## config.mk

```make
export PLATFORM = sky130hd
export DESIGN_NAME = aqcc_quad
export DESIGN_NICKNAME = d
export VERILOG_FILES = /design/src/hdl/aqcc_channel.v /design/src/hdl/aqcc_quad.v
export VERILOG_INCLUDE_DIRS = /design/src /design/src/shared
export SDC_FILE = /design/constraint.sdc
export NUM_CORES = 1
export LEC_CHECK = 0
export ABC_CLOCK_PERIOD_IN_PS = 2300
export BUFFER_PORTS_ARGS = -buffer_cell sky130_fd_sc_hd__buf_2
export CAP_MARGIN = 20
export CORE_UTILIZATION = 40
export DETAILED_ROUTE_END_ITERATION = 6
export PLACE_DENSITY = 0.69
export SYNTH_ARGS = -nofsm -noshare
export SYNTH_HDL_FRONTEND = slang
export SYNTH_SLANG_ARGS = --single-unit
```

## constraint.sdc

```tcl
create_clock -name core_clk -period 2.3 [get_ports core_clk]
set_input_delay 0.115 -clock core_clk [delete_from_list [all_inputs] [get_ports core_clk]]
set_output_delay 0.115 -clock core_clk [all_outputs]
set_load 0.005 [all_outputs]
```

## src/shared/aqcc_map.vh

```
// Purpose: Constants for the analog quad channel control block.
// Assumes: One clock, registers reached over APB with 32-bit data.
// Notes: Offsets are byte addresses.
//
// Summary of operation
// - One temperature monitor per quad, differential between temperature and return pads.
// - Strobe switches between two diode excitation currents in ten-to-one ratio.
// - Driving the strobe to one starts a temperature measurement.
// - Control lines indexed by pad: 0 voltage, 1 current, 3 temperature.
// - Bits 2..0 select scaling; 000 is 0.15625, doubling to 20.0 at 111.
// - Bits 4..3 route input: prescaler, direct, monitor; 11 is invalid.
// - Bit 5 closes the direct input switch when one.
// - Bit 6 selects polarity: zero positive, one negative.
// - During boundary-scan extest the gate-drive pad stops driving, sinks current.
`ifndef AQCC_MAP_VH
`define AQCC_MAP_VH
`define AQCC_OFF_CH0 12'h000
`define AQCC_OFF_CH1 12'h004
`define AQCC_OFF_CH3 12'h00C
`define AQCC_OFF_TCTRL 12'h010
`define AQCC_OFF_STATUS 12'h014
`define AQCC_OFF_SAMPLE 12'h018
`define AQCC_CTL_W 7
`define AQCC_CTL_RESET 7'h00
`define AQCC_PRE_LSB 0
`define AQCC_PRE_MSB 2
`define AQCC_MUX_LSB 3
`define AQCC_MUX_MSB 4
`define AQCC_DIRECT_BIT 5
`define AQCC_POL_BIT 6
`define AQCC_PRE_16V 3'h0
`define AQCC_PRE_4V 3'h2
`define AQCC_MUX_INVALID 2'h3
`define AQCC_SAMPLE_RESET 8'h10
`define AQCC_SETUP_CYC 8'h01
`endif

```

## src/hdl/aqcc_channel.v

```verilog
// Purpose: One channel's control line holder with legality checks.
// Assumes: Writes arrive one cycle long from the register decoder.
// Notes: Illegal codes are refused and the previous setting kept.
`timescale 1ns/1ps
`include "aqcc_map.vh"
module aqcc_channel #(
   parameter TEMP_PAD = 0
) (
   input wire core_clk,
   input wire reset,
   input wire clk_en,
   input wire wr_en,
   input wire busy,
   input wire [6:0] wr_data,
   output reg [6:0] lines_reg,
   output reg reject_reg
);
   wire mux_bad;
   wire pre_bad;
   wire pol_bad;
   wire bad;
   assign mux_bad = (wr_data[`AQCC_MUX_MSB:`AQCC_MUX_LSB] == `AQCC_MUX_INVALID);
   assign pre_bad = (TEMP_PAD != 0) &&
      (wr_data[`AQCC_PRE_MSB:`AQCC_PRE_LSB] != `AQCC_PRE_16V) &&
      (wr_data[`AQCC_PRE_MSB:`AQCC_PRE_LSB] != `AQCC_PRE_4V);
   assign pol_bad = (TEMP_PAD != 0) && wr_data[`AQCC_POL_BIT];
   assign bad = mux_bad | pre_bad | pol_bad | busy;
   always @(posedge core_clk or posedge reset) begin
      if (reset) begin
         lines_reg <= `AQCC_CTL_RESET;
         reject_reg <= 1'b0;
      end else if (clk_en && wr_en) begin
         reject_reg <= bad;
         if (!bad) begin
            lines_reg <= wr_data;
         end
      end
   end
endmodule // aqcc_channel

```

## src/hdl/aqcc_quad.v

```verilog
// Purpose: APB-controlled control lines and temperature strobe for one analog quad.
// Assumes: APB master synchronous to core_clk; converter reports sampling done.
// Notes: Zero-wait APB slave; unmapped addresses answer with pslverr.
//
// Added by the designer: the register offsets and the APB interface to the registers.
`timescale 1ns/1ps
`include "aqcc_map.vh"
module aqcc_quad #(
   // Width of the sample-time register; the hold counter is one bit wider.
   parameter SAMPLE_W = 8
) (
   input wire core_clk,
   input wire reset,
   input wire clk_en,
   input wire psel,
   input wire penable,
   input wire pwrite,
   input wire [11:0] paddr,
   input wire [31:0] pwdata,
   output wire pready,
   output wire pslverr,
   output reg [31:0] prdata,
   input wire adc_sample_done,
   input wire extest_active,
   input wire gate_drive_in,
   output wire [6:0] channel_control_lines_0,
   output wire [6:0] channel_control_lines_1,
   output wire [6:0] channel_control_lines_3,
   output reg temp_monitor_strobe,
   output reg excite_high_sel,
   output wire gate_drive_out,
   output wire gate_drive_oe,
   output wire gate_sink_en
);
   // One-hot states: idle, hold the strobe for the minimum time, wait for the converter.
   localparam ST_IDLE = 3'b001;
   localparam ST_HOLD = 3'b010;
   localparam ST_WAIT = 3'b100;
   reg [2:0] state_reg;
   reg [2:0] state_next;
   // The counter is one bit wider than the sample field so that the longest
   // hold time is still reached without wrapping.
   localparam [31:0] SETUP_CYC = {24'h000000, `AQCC_SETUP_CYC};
   reg [SAMPLE_W-1:0] sample_reg;
   reg [SAMPLE_W:0] cnt_reg;
   reg [SAMPLE_W:0] cnt_next;
   reg done_reg;
   reg req_reg;
   wire acc;
   wire wr;
   wire hit;
   wire busy;
   wire rej0;
   wire rej1;
   wire rej3;
   wire [SAMPLE_W:0] min_high;
   wire hit_ch0;
   wire hit_ch1;
   wire hit_ch3;
   wire hit_tctrl;
   wire hit_status;
   wire hit_sample;
   wire wr_ch0;
   wire wr_ch1;
   wire wr_ch3;
   wire wr_tctrl;
   wire wr_sample;
   wire rd_setup;
   assign acc = psel & penable;
   assign wr = acc & pwrite;
   // Every register answers in the same cycle, so no wait state is inserted.
   assign pready = 1'b1;
   assign hit_ch0 = (paddr == `AQCC_OFF_CH0);
   assign hit_ch1 = (paddr == `AQCC_OFF_CH1);
   assign hit_ch3 = (paddr == `AQCC_OFF_CH3);
   assign hit_tctrl = (paddr == `AQCC_OFF_TCTRL);
   assign hit_status = (paddr == `AQCC_OFF_STATUS);
   assign hit_sample = (paddr == `AQCC_OFF_SAMPLE);
   assign hit = hit_ch0 | hit_ch1 | hit_ch3 | hit_tctrl | hit_status | hit_sample;
   // Unmapped addresses raise an error, change nothing and read as zero.
   assign pslverr = acc & ~hit;
   // Writes take effect only in the access phase.
   assign wr_ch0 = wr & hit_ch0;
   assign wr_ch1 = wr & hit_ch1;
   assign wr_ch3 = wr & hit_ch3;
   assign wr_tctrl = wr & hit_tctrl;
   assign wr_sample = wr & hit_sample;
   // Read data is loaded in the setup cycle and stands through the access phase.
   assign rd_setup = clk_en & psel & ~penable & ~pwrite;
   assign busy = ~state_reg[0];
   // The strobe stays high for at least the programmed sample time plus the setup time plus two cycles.
   assign min_high = {1'b0, sample_reg} + SETUP_CYC[SAMPLE_W:0];
   // Voltage pad channel.
   aqcc_channel #(
      .TEMP_PAD(0)
   ) u_ch0 (
      .core_clk(core_clk),
      .reset(reset),
      .clk_en(clk_en),
      .wr_en(wr_ch0),
      .busy(busy),
      .wr_data(pwdata[6:0]),
      .lines_reg(channel_control_lines_0),
      .reject_reg(rej0)
   );
   // Current pad channel.
   aqcc_channel #(
      .TEMP_PAD(0)
   ) u_ch1 (
      .core_clk(core_clk),
      .reset(reset),
      .clk_en(clk_en),
      .wr_en(wr_ch1),
      .busy(busy),
      .wr_data(pwdata[6:0]),
      .lines_reg(channel_control_lines_1),
      .reject_reg(rej1)
   );
   // Temperature pad channel: range and polarity are restricted.
   aqcc_channel #(
      .TEMP_PAD(1)
   ) u_ch3 (
      .core_clk(core_clk),
      .reset(reset),
      .clk_en(clk_en),
      .wr_en(wr_ch3),
      .busy(busy),
      .wr_data(pwdata[6:0]),
      .lines_reg(channel_control_lines_3),
      .reject_reg(rej3)
   );
   // The pad drives only outside extest; during extest it becomes a weak sink.
   assign gate_drive_out = gate_drive_in;
   assign gate_drive_oe = ~extest_active;
   assign gate_sink_en = extest_active;
   always @* begin
      state_next = state_reg;
      cnt_next = cnt_reg;
      case (state_reg)
         ST_IDLE: begin
            cnt_next = {(SAMPLE_W+1){1'b0}};
            if (req_reg) begin
               state_next = ST_HOLD;
            end
         end
         ST_HOLD: begin
            // Hold ends before the counter could wrap, so no saturation is needed.
            cnt_next = cnt_reg + {{SAMPLE_W{1'b0}}, 1'b1};
            if (cnt_reg >= min_high) begin
               state_next = ST_WAIT;
            end
         end
         ST_WAIT: begin
            if (adc_sample_done) begin
               state_next = ST_IDLE;
            end
         end
         default: begin
            state_next = ST_IDLE;
         end
      endcase
   end
   always @(posedge core_clk or posedge reset) begin
      if (reset) begin
         state_reg <= ST_IDLE;
         cnt_reg <= {(SAMPLE_W+1){1'b0}};
         sample_reg <= `AQCC_SAMPLE_RESET;
         req_reg <= 1'b0;
         done_reg <= 1'b0;
         temp_monitor_strobe <= 1'b0;
         excite_high_sel <= 1'b0;
      end else if (clk_en) begin
         state_reg <= state_next;
         cnt_reg <= cnt_next;
         if (wr_sample) begin
            sample_reg <= pwdata[SAMPLE_W-1:0];
         end
         // The request is one-shot; it clears once the strobe rises.
         if (wr_tctrl && pwdata[0]) begin
            req_reg <= 1'b1;
         end else if (state_reg == ST_HOLD) begin
            req_reg <= 1'b0;
         end
         // Done is set on completion and cleared by writing bit 1; set wins.
         if (state_reg == ST_WAIT && adc_sample_done) begin
            done_reg <= 1'b1;
         end else if (wr_tctrl && pwdata[1]) begin
            done_reg <= 1'b0;
         end
         // The excitation select follows the strobe, high while a reading runs.
         temp_monitor_strobe <= ~state_next[0];
         excite_high_sel <= ~state_next[0];
      end
   end
   // Read mux; unused upper bits read as zero.
   always @(posedge core_clk or posedge reset) begin
      if (reset) begin
         prdata <= 32'h00000000;
      end else if (rd_setup) begin
         case (paddr)
            `AQCC_OFF_CH0: prdata <= {25'h0000000, channel_control_lines_0};
            `AQCC_OFF_CH1: prdata <= {25'h0000000, channel_control_lines_1};
            `AQCC_OFF_CH3: prdata <= {25'h0000000, channel_control_lines_3};
            `AQCC_OFF_TCTRL: prdata <= {30'h00000000, done_reg, req_reg};
            `AQCC_OFF_STATUS: prdata <= {27'h0000000, rej3, rej1, rej0, busy, done_reg};
            `AQCC_OFF_SAMPLE: prdata <= {{(32-SAMPLE_W){1'b0}}, sample_reg};
            default: prdata <= 32'h00000000;
         endcase
      end
   end
endmodule // aqcc_quad

```

Word-level counts from Yosys, hierarchy flattened:

Index checks and enable logic that the tools add are counted.

* flip-flop bits (word level): 79
* output and inout port bits: 60

* add/subtract/negate cells: 2
* $lt $le $gt $ge: 1
* eq/ne operators: 13
* multiplexer cells: 10
* bitwise operators: 28
* reductions and logical operators: 20

Operators by type and width (count)
* case mux 8 bit (6 select lines): 1
* == test 12 x 5 -> 1 bit (second input constant): 3
* case mux 9 bit (2 select lines): 1
* AND reduction 2 bit: 7
* == test 12 x 3 -> 1 bit (second input constant): 1
* == test 12 x 4 -> 1 bit (second input constant): 1
* zero test 12 bit: 1
* AND 1 bit: 11
* adder 8 x 1 -> 9 bit (second input constant): 1
* adder 9 x 1 -> 9 bit (second input constant): 1
* >= comparator 9 bit: 1
* two-way mux 3 bit: 3
* OR 1 bit: 9
* case mux 3 bit (3 select lines): 1
* NOT 1 bit: 8
* logical AND 1 bit: 7
* inequality test 2 bit (second input constant): 3
* nonzero test 2 bit: 3
* two-way mux 1 bit: 4
* AND reduction 4 bit: 1
* == test 3 x 1 -> 1 bit (second input constant): 1
* == test 3 x 2 -> 1 bit (second input constant): 1
* == test 3 bit (second input constant): 1
* inequality test 3 x 2 -> 1 bit (second input constant): 1
* other kinds (2): 2

Longest topological paths before layout:

Gate-level depths: netlist (run 1).

* word-level depth: 8
* depth in mapped cells: 9
* depth with buffers taken out: 9

Cells and area by module:

From an unflattened synthesis (run 1), not the netlist that was laid out.

* cell total of the unflattened synthesis: 301
* area, all modules: 3221.8 um2

Modules (own cells, without submodules)
* aqcc_quad: instances 1, cells an instance 240, area each 2277.2 um2, sequential area each 778.2 um2
* aqcc_channel (u_ch0 ...): instances 2, cells an instance 20, area each 315.3 um2, sequential area each 200.2 um2
* aqcc_channel (u_ch3): instances 1, cells an instance 21, area each 314.1 um2, sequential area each 200.2 um2

Worst setup path after synthesis (run 1):

Ideal clock, no wire load.

* path type: register to register
* start: register sample_reg[4]
* end: register state_reg[1]
* data arrival time: 2.173 ns
* setup slack: 0.007 ns
* cell stages (with the launch flop): 10
* period minus slack after synthesis: 2.293 ns
* cell sequence: dfstp_2 and3_1 nand3_1 or2_2 xor2_1 ha_1 nand4_1 nor4b_1 nor2_1 a31o_2

* longest elaborated chain between the ends: 4

Ends and longest elaborated chain
* from (decl): line aqcc_quad.v:44 `reg [SAMPLE_W-1:0] sample_reg;`
* from (signal assigned): line aqcc_quad.v:167 `` sample_reg <= `AQCC_SAMPLE_RESET; ``
* from (signal assigned): line aqcc_quad.v:176 `sample_reg <= pwdata[SAMPLE_W-1:0];`
* adder 8 x 1 -> 9 bit: line aqcc_quad.v:92 `assign min_high = {1'b0, sample_reg} + SETUP_CYC[SAMPLE_W:0];`
* >= comparator 9 bit: line aqcc_quad.v:149 `if (cnt_reg >= min_high) begin`
* inequality test 2 bit (no source line)
* AND reduction 4 bit (no source line)
* to (signal assigned): line aqcc_quad.v:173 `state_reg <= state_next;`
* to (decl): line aqcc_quad.v:39 `reg [2:0] state_reg;`

Every way passes these cells.
A chain may end at the register's enable or synchronous reset.

Worst setup path after layout (run 1):

Same ends and word-level chain as after synthesis.

==> run metrics, run 1 <==
Ant. Diodes=0; CTS Buf Count=5; gpl congestion=0.827; synthesized area per cell=~10 um2; async set or reset register ratio after synthesis=1.00; Max-cap violations=0; pwr/cell area=459 nW/um2; count leader, synth=dfrtp_1; CORE AREA=~7700 um2; final setup violation count=0; full die area=8300 um2; WS Path Type=flip-flop to flip-flop; Max clock buf depth=2; RSZ-0062 raised after global routing=yes; Clock power frac=0.327; via count=between 2,000 and 2,500; CTS clock-pin slew for the worst setup and hold paths=0.11 ns; CTS tree=done; Synth Flop Type=dfrtp_1; first drt pass iteration count=4; final period utilization=0.968; largest cells by area after synthesis=dfrtp_1 (42%), mux2_2 (8.9%), buf_4 (6.6%); Top Ports=113; area share of the largest cell type after synthesis=0.417; Arrival @ worst endpoint=2.44 ns; die width=around 91 um; final WL=7.16 mm; Seq cells post-synth=55; largest net degree at the start of global routing=56; worst-skew pair later-pin latency=0.32 ns; grt ovf=0; # port buffers=slightly above 60; leading area contributor after synthesis=dfrtp_1; Final min period=between 2 and 2.5 ns; vias per inst=around 5.1; top cells by count, synth=dfrtp_1 (53), buf_4 (28), mux2_2 (25), nand2_1 (22), nor2_1 (22); relative slew slack=0.340; multi-input logic area=1610 um2; post-route setup TNS=0 ns; Peak VDD IR=332 uV; Leak=1.89 nW; initial DRC count=173; Mapped Area=3180 um2; row cnt=32; Least-Margin Pin Slew=0.982 ns; Final Power=1.69 mW; Sw Share=0.262; Clock Skew=0.0176 ns; hold slack final=0.0286 ns; Tot GR Track Use=0.181; Crit. End Element=flip-flop; required time of the worst setup path=about 2.5 ns; Root Driver=clkbuf_8; vias in the first global route=2,362; DR WL/cell=14.9 um; # fillers=between 700 and 800; dpl hpwl=5.34 mm; Die Ht=between 90 and 100 um; Cells after Synth=between 300 and 400; Area Overhead vs Synth=16.1%; slowest cell delay on critical path=0.54 ns; DR DRC count=0; Post-synth EDFFs=0; delay-heaviest family, CP=simple AND/OR/NAND/NOR gates; Starting Density=0.413; worst-path cell chain=and3_4, nand3_2, or2_4, xor2_1, ha_1, nand4_1, nor4b_2, nor2_1, a31o_2; Seq pwr share=0.583; wire length of the first global-routing pass=11.8 mm; final hold violations=0; Critical path buffers and inverters=0; Yosys warning count=0; clock net sink count=55; Net count, final=441; fin cells=480; Largest register FFs=9; H-tree depth=2; Sw Pwr=444 uW; Pint=1.25 mW; Slew Limit Fails=0; layout cells sized above 1=0.339; CP Launch Type=flip-flop; Routed Antenna Nets=0; register area=1380 um2; CP max FO=2; Comb power frac=0.090; Hold WC Path Type=input port to flip-flop; initial antenna violation count=0; CP max stage cell=dfstp_2; Synth cell types=49; status=completed; max frequency=449 MHz; placed insts=471; Seq/Total Area, Yosys=0.434
[worst reg2reg max path, delay by kind of cell (launching register included)]
family	cells	cell delay (ns)
DFF	1	0.54
xor gates and xnor gates	1	0.14
adders and majority gates	1	0.29
and+or+nand+nor	6	0.96
AOI/OAI and AO/OA	1	0.21
[final cells by class]
class / instances / share of cell area
tap: 102 / 0.0346
sequential: 55 / 0.374
clock inverter: 3 / 0.00509
inverter: 11 / 0.0112
multi-input combinational: 226 / 0.435
timing repair buffer: 78 / 0.121
clock buffer: 5 / 0.0187
[power groups by stage]
stage               Sequential (mW)  Combinational, mW  Clock, mW
finish                        0.988              0.152      0.553
global placement               1.01              0.148          0
floorplan                      1.00              0.117          0
CTS                           0.988              0.152      0.567
global route                  0.989              0.169      0.603
detailed placement             1.01              0.151          0
[final timing paths]
kind                                from                  to  slack, ns  depth (start not counted)
hold reg to reg                prdata[5]           prdata[5]       0.49                          2
setup / recovery           sample_reg[4]        state_reg[1]       0.07                          9
min in group asynchronous          reset  u_ch3.lines_reg[5]       0.52                          4
setup reg to reg           sample_reg[4]        state_reg[1]       0.07                          9
max in group asynchronous          reset             req_reg       1.31                          4
hold / removal                 pwdata[7]       sample_reg[7]       0.03                          2
[cell families after synthesis]
family                     Yosys count  share of synthesized area
and+or+nand+nor                     93                      0.154
DFF                                 55                      0.434
buffers and inverters               50                     0.0937
AOI/OAI and AO/OA                   48                      0.107
muxes                               36                      0.130
xor gates and xnor gates            13                     0.0358
adders and majority gates           11                     0.0433
other                                2                    0.00236
[layer usage]
metal / global-route usage / vias to the layer above / routed length [um]
met5: 0 / - / 0
met4: 0.0608 / 0 / 112
met3: 0.0377 / 9 / 374
met2: 0.286 / 86 / 3270
met1: 0.246 / 1165 / 3400
li1: - / 1174 / -
[metrics by stage]
step | setup WS, ns | instance area, um2 | utilization
4_1_cts | 0.00850 | 3680 | 0.479
3_3_place_gp | -0.0447 | 3570 | 0.465
3_5_place_dp | -0.0500 | 3570 | 0.465
2_1_floorplan | 0.00691 | 3260 | -
5_1_grt | -0.0997 | 3690 | 0.480
6_report | 0.0728 | 3690 | 0.480
[placed cells by master (no fill, tap or decap), drive strengths merged, types with 2 or more instances in the layout]
cell type	instances
buf	77
dfrtp	53
mux2	29
conb	25
nor2	22
nand2	22
nand3	13
inv	12
ha	11
a21oi	10
xor2	8
nor2b	7
mux2i	7
o21ai	7
and3	7
xnor2	5
clkbuf	5
nand4	4
a22o	4
o31ai	4
o21a	4
nor3	4
o22ai	3
o221ai	3
a32o	3
and2	3
nand2b	2
o211ai	2
a32oi	2
clkinv	2
dfstp	2
or4	2
or4b	2
or2	2
[timing repair]
item                       in CTS  in global routing
hold buffers                    1                  0
hold endpoints to repair       20                  0
setup endpoints to repair       1                  2
gates resized for setup         2                  2
pin swaps                       5                  4
cloned                          0                  0
buffers inserted                0                  0
(Power assumes the default switching activity.)
==> run 2: changes to the inputs <==
--- a/config.mk
+++ b/config.mk
@@ -8,10 +8,10 @@
 export LEC_CHECK = 0
 export ABC_CLOCK_PERIOD_IN_PS = 2300
 export BUFFER_PORTS_ARGS = -buffer_cell sky130_fd_sc_hd__buf_2
-export CAP_MARGIN = 20
 export CORE_UTILIZATION = 40
 export DETAILED_ROUTE_END_ITERATION = 6
 export PLACE_DENSITY = 0.69
+export RECOVER_POWER = 100
 export SYNTH_ARGS = -nofsm -noshare
 export SYNTH_HDL_FRONTEND = slang
 export SYNTH_SLANG_ARGS = --single-unit
==> run 2 against run 1 <==
The flow now finishes with violations (setup timing). Core utilization is 0.65 points lower. Sequential share of layout area is 0.51 points higher. Global-route usage stayed put. Sequential power hardly changed. Final cell count stayed put. Clock skew is 0.00070 ns lower. Combinational power is 3% lower. Critical path depth is 3 lower.
==> run metrics, run 2 (synthesis gave the netlist of run 1 again) <==
status=finished, violations left; violated checks=setup timing; Seq pwr share=0.585 (+0.002); placed insts=471 (unchanged); worst-skew pair later-pin latency=0.32 ns (about the same); # fillers=763 (+0.93%); Worst Hold Launch=pwdata[7]; pre-CTS setup slack=-0.0500 ns (unchanged); Max clock buf depth=2 (unchanged); Worst R2R Path Depth=6 (-3); hold slack final=0.0293 ns (+0.000616 ns); most frequent cells in the layout=dfrtp_1 (53), buf_2 (49), mux2_2 (25), conb_1 (25); row cnt=32 (unchanged); post-route cell area=3640 um2 (-1.4%); CORE AREA=7690 um2 (unchanged); Crit. End Element=flip-flop; max frequency=433 MHz (-3.7%); wire length of the first global-routing pass=11.8 mm (unchanged); final setup violation count=1 (+1); clock net sink count=55 (unchanged); Pint=1.25 mW (-0.26%); R2R setup slack=-0.01 ns (-0.08 ns); dpl hpwl=5.34 mm (unchanged); Sw Pwr=441 uW (-0.49%); CTS tree=done; post-CTS setup buffer count=0 (unchanged); Slew Limit Fails=0 (unchanged); CP max FO=9 (+7); final hold violations=0 (unchanged); Clock Skew=0.0169 ns (-0.000701 ns); Sw Share=0.262 (-0.000445); final period utilization=1.01 (+0.0368); H-tree depth=2 (unchanged); Final min period=2.31 ns (+0.0847 ns); Arrival @ worst endpoint=2.51 ns (+0.07 ns); required time of the worst setup path=2.50 ns (about the same); worst-path cell chain=inv_1, a21oi_1, nand3_2, or4b_1, clkbuf_2, mux2_4; Max-cap violations=0 (unchanged); via count=2,434 (unchanged); Leak=1.81 nW (-4.0%); gpl congestion=0.827 (unchanged); Starting Density=0.413 (unchanged); hold depth=2 (unchanged); grt ovf=0 (unchanged); initial antenna violation count=0 (unchanged); post-route setup TNS=-0.0119 ns (-0.0119 ns); initial DRC count=168 (-2.9%); RSZ-0062 raised after global routing=yes; Least-Margin Pin Slew=1.35 ns (+0.366 ns); most common cell after layout, fill and taps aside=dfrtp_1; Post-Route Utilization=0.473 (-0.00651); slowest cell delay on critical path=0.69 ns (+0.15 ns); Final Power=1.69 mW (-0.32%); fin cells=480 (unchanged); DR WL/cell=14.8 um (-0.49%); CP max stage cell=dfstp_1; final WL=7.13 mm (-0.49%); Crit Reg-Reg Endpoint=u_ch3.lines_reg[1]; first drt pass iteration count=4 (unchanged); pwr/cell area=464 nW/um2 (+1.1%); Routed Antenna Nets=0 (unchanged); Root Driver=clkbuf_8; Area Overhead vs Synth=14.5%; Comb power frac=0.088 (-0.002); die width=91.1 um (unchanged); # port buffers=61 (unchanged); DP Area=3570 um2 (unchanged); CTS Buf Count=5 (unchanged); CP Launch Type=flip-flop; worst setup margin=-0.0119 ns (-0.0847 ns); r2r startpoint=state_reg[0]; Hold WC Path Type=input port to flip-flop; full die area=8300 um2 (unchanged); layout cells sized above 1=0.283 (-0.0556); CTS clock-pin slew for the worst setup and hold paths=0.11 ns (about the same); Clock power frac=0.327 (about the same); Largest register FFs=9 (unchanged); Top Ports=113 (unchanged); Net count, final=441 (unchanged); Die Ht=91.1 um (unchanged); Peak VDD IR=323 uV (-2.9%); Tot GR Track Use=0.181 (unchanged); relative slew slack=0.101 (-0.239); largest net degree at the start of global routing=56 (unchanged); DR DRC count=0 (unchanged); vias in the first global route=2,362 (unchanged); hold worst-path end=sample_reg[7]; WS Path Type=flip-flop to flip-flop; Ant. Diodes=0 (unchanged); vias per inst=5.07 (unchanged)
==> run 2: changes by cell type in the layout (fill, tap and decap cells not counted), moves of 3 or more <==
cell / before / now
clkbuf_1: 0 / 16
buf_2: 61 / 49
buf_4: 15 / 7
clkbuf_2: 0 / 3
==> run 2: cell type report <==
cell class              instances  area [um2]  area share
clock inverters                 3        18.8     0.00516
clock buffers                   5        68.8      0.0189
flip-flops and latches         55        1380       0.379
inverters                      11        41.3      0.0113
repair buffers                 78         407       0.112
well taps                     102         128      0.0351
multi-input cells             226        1600       0.439
==> run 2: metal layers <==
layer  GRT usage  wire (um)
met1       0.246       3370
met4      0.0608        115
met2       0.286       3240
met5           0          0
met3      0.0377        399
==> run 2: power groups by stage <==
stage                     Combinational, mW  Sequential [mW]  Clock [mW]
after floorplan                       0.117             1.00           0
after global placement                0.148             1.01           0
after detailed placement              0.151             1.01           0
after CTS                             0.152            0.988       0.567
after global routing                  0.166            0.989       0.603
final                                 0.148            0.987       0.552
==> run 2: critical path: cells and delay by family, from the launching register on <==
family,cells,cell delay (ns)
flip-flops,1,0.69
AO/OA/AOI/OAI,1,0.21
AND/OR/NAND/NOR,2,0.61
multiplexers,1,0.33
buffers and inverters,2,0.36
==> run 2: worst max-delay path by stage <==
stage / startpoint / slack (ns) / cells past startpoint / end
6_report: state_reg[0] / -0.01 / 6 / u_ch3.lines_reg[1]
5_1_grt: sample_reg[4] / -0.1 / 9 / state_reg[1]
4_1_cts: sample_reg[4] / 0.009 / 9 / state_reg[1]
3_5_place_dp: sample_reg[4] / -0.05 / 9 / state_reg[1]
3_3_place_gp: sample_reg[4] / -0.04 / 9 / state_reg[1]
2_1_floorplan: sample_reg[4] / 0.007 / 9 / state_reg[1]
==> run 2: repair_timing <==
| item | in CTS | in global routing |
|---|---|---|
| resized for setup | 2 | 2 |
| setup endpoints to repair | 1 | 2 |
| hold endpoints to repair | 20 | 0 |
| hold buffers | 1 | 0 |
| pin swaps | 5 | 4 |
==> run 3: changes to the inputs <==
--- a/config.mk
+++ b/config.mk
@@ -9,6 +9,7 @@
 export ABC_CLOCK_PERIOD_IN_PS = 2300
 export BUFFER_PORTS_ARGS = -buffer_cell sky130_fd_sc_hd__buf_2
 export CORE_UTILIZATION = 40
+export CTS_BUF_LIST = sky130_fd_sc_hd__clkbuf_16
 export DETAILED_ROUTE_END_ITERATION = 6
 export PLACE_DENSITY = 0.69
 export RECOVER_POWER = 100
==> run 3 against run 2 <==
The flow still finishes with violations (setup timing). Highest routed layer unchanged. Clock skew down 0.0060 ns. Critical endpoint unchanged. First-iteration DRC count fell by 10%. Critical path depth is the same. Sequential power is essentially flat. Total power rose by 13%. Combinational power barely moved. Core utilization increased by 0.72 points. Via count rose by 2.0%.
==> run metrics, run 3 (synthesis gave the netlist of run 1 again) <==
Final min period=2.33 ns (+0.0211 ns); Peak VDD IR=350 uV (+8.6%); full die area=8300 um2 (unchanged); CP max FO=9 (unchanged); CP Launch Type=flip-flop; vias in the first global route=2,418 (+2.4%); final WL=7.24 mm (+1.6%); Tot GR Track Use=0.183 (+0.00180); slowest cell delay on critical path=0.68 ns (about the same); most common cell after layout, fill and taps aside=dfrtp_1; WS Path Type=flip-flop to flip-flop; Leak=1.84 nW (+1.6%); Least-Margin Pin Slew=1.36 ns (+0.0131 ns); pwr/cell area=515 nW/um2 (+11%); Arrival @ worst endpoint=2.51 ns (about the same); # fillers=754 (-1.2%); Hold WC Path Type=input port to flip-flop; Final Power=1.90 mW (+13%); initial DRC count=151 (-10%); clock net sink count=55 (unchanged); Area Overhead vs Synth=16.3%; dpl hpwl=5.34 mm (unchanged); largest net degree at the start of global routing=56 (unchanged); DR DRC count=0 (unchanged); die width=91.1 um (unchanged); vias per inst=5.17 (+2.0%); Net count, final=441 (unchanged); Top Ports=113 (unchanged); # port buffers=61 (unchanged); Max-cap violations=0 (unchanged); Clock Skew=0.0109 ns (-0.00600 ns); violated checks=setup timing; fin cells=480 (unchanged); Die Ht=91.1 um (unchanged); Ant. Diodes=0 (unchanged); final period utilization=1.01 (+0.00918); CTS clock-pin slew for the worst setup and hold paths=0.08 ns (-0.03 ns); Slew Limit Fails=0 (unchanged); Max clock buf depth=2 (unchanged); row cnt=32 (unchanged); most frequent cells in the layout=dfrtp_1 (53), buf_2 (50), mux2_2 (25), conb_1 (25); required time of the worst setup path=2.48 ns (-0.02 ns); Starting Density=0.413 (unchanged); gpl congestion=0.827 (unchanged); final setup violation count=4 (+3); first drt pass iteration count=4 (unchanged); via count=2,483 (+2.0%); initial antenna violation count=0 (unchanged); DP Area=3570 um2 (unchanged); post-route setup TNS=-0.107 ns (-0.0955 ns); grt ovf=0 (unchanged); CP max stage cell=dfstp_1; worst setup margin=-0.0330 ns (-0.0211 ns); Routed Antenna Nets=0 (unchanged); RSZ-0062 raised after global routing=yes; post-route cell area=3690 um2 (+1.5%); Crit. End Element=flip-flop; layout cells sized above 1=0.288 (+0.00529); wire length of the first global-routing pass=11.9 mm (+0.70%); final hold violations=0 (unchanged); Largest register FFs=9 (unchanged); worst-path cell chain=inv_1, a21oi_1, nand3_2, or4b_1, clkbuf_2, mux2_4; relative slew slack=0.0923 (-0.00871); Root Driver=clkbuf_16; CORE AREA=7690 um2 (unchanged); status=finished, violations left; placed insts=471 (unchanged); CTS Buf Count=5 (unchanged); Post-Route Utilization=0.480 (+0.00716); DR WL/cell=15.1 um (+1.6%); max frequency=429 MHz (-0.90%); worst-skew pair later-pin latency=0.30 ns (-0.02 ns); H-tree depth=2 (unchanged); CTS tree=done
run 3: changes by cell type in the layout (fill, tap and decap cells not counted), sizes merged:
| cell | change |
|---|---|
| clkbuf | -1 |
| buf | +2 |
| dlygate4sd3 | -1 |
run 3: final timing paths:
kind,start,to,slack [ns],cells after the start
setup reg to reg,state_reg[0],u_ch3.lines_reg[1],-0.03,6
hold reg to reg,prdata[5],prdata[5],0.48,2
min in group asynchronous,reset,prdata[5],0.26,3
max in group asynchronous,reset,u_ch0.lines_reg[1],1.21,3
hold / removal,pwdata[7],sample_reg[7],0.06,2
setup / recovery,state_reg[0],u_ch3.lines_reg[1],-0.03,6
run 3: worst max-delay path, delay by kind of cell, from the launching register on:
family	cells	cell delay, ns
flops	1	0.68
simple gates	2	0.61
buf+inv	2	0.37
mux	1	0.33
compound gates	1	0.23
run 3: routing by layer:
metal / global-route usage / vias up / share of wire
met4: 0.0728 / 0 / 0.021
li1: - / 1176 / -
met1: 0.246 / 1187 / 0.46
met5: 0 / - / 0
met2: 0.287 / 106 / 0.45
met3: 0.0377 / 14 / 0.064
run 3: metrics by stage:
| step | worst slack (ns) | hold slack, ns |
|---|---|---|
| floorplan | 0.00691 | 0.179 |
| global placement | -0.0447 | 0.230 |
| detailed placement | -0.0500 | 0.230 |
| CTS | 0.0145 | 0.0299 |
| global route | -0.115 | 0.0576 |
| finish | -0.0330 | 0.0555 |
run 3: where the power goes:
part           total, mW  switching [mW]  internal (mW)
Combinational      0.148          0.0963         0.0519
Sequential         0.987         0.00923          0.978
Clock              0.767           0.362          0.405
Total               1.90           0.468           1.43
run 3: what timing repair did:
action                     in CTS  in global routing
hold buffers                    0                  0
pin swaps                       5                  4
resized for setup               2                  2
setup endpoints to repair       1                  2
buffers inserted                1                  0
run 3: area by class of cell:
| class | count | area, um2 | area share |
|---|---|---|---|
| clock buffer | 5 | 125 | 0.0339 |
| inverter | 11 | 41.3 | 0.0112 |
| sequential | 55 | 1380 | 0.373 |
| tap | 102 | 128 | 0.0346 |
| multi-input combinational | 226 | 1600 | 0.432 |
| timing repair buffer | 78 | 405 | 0.110 |
| clock inverter | 3 | 18.8 | 0.00508 |
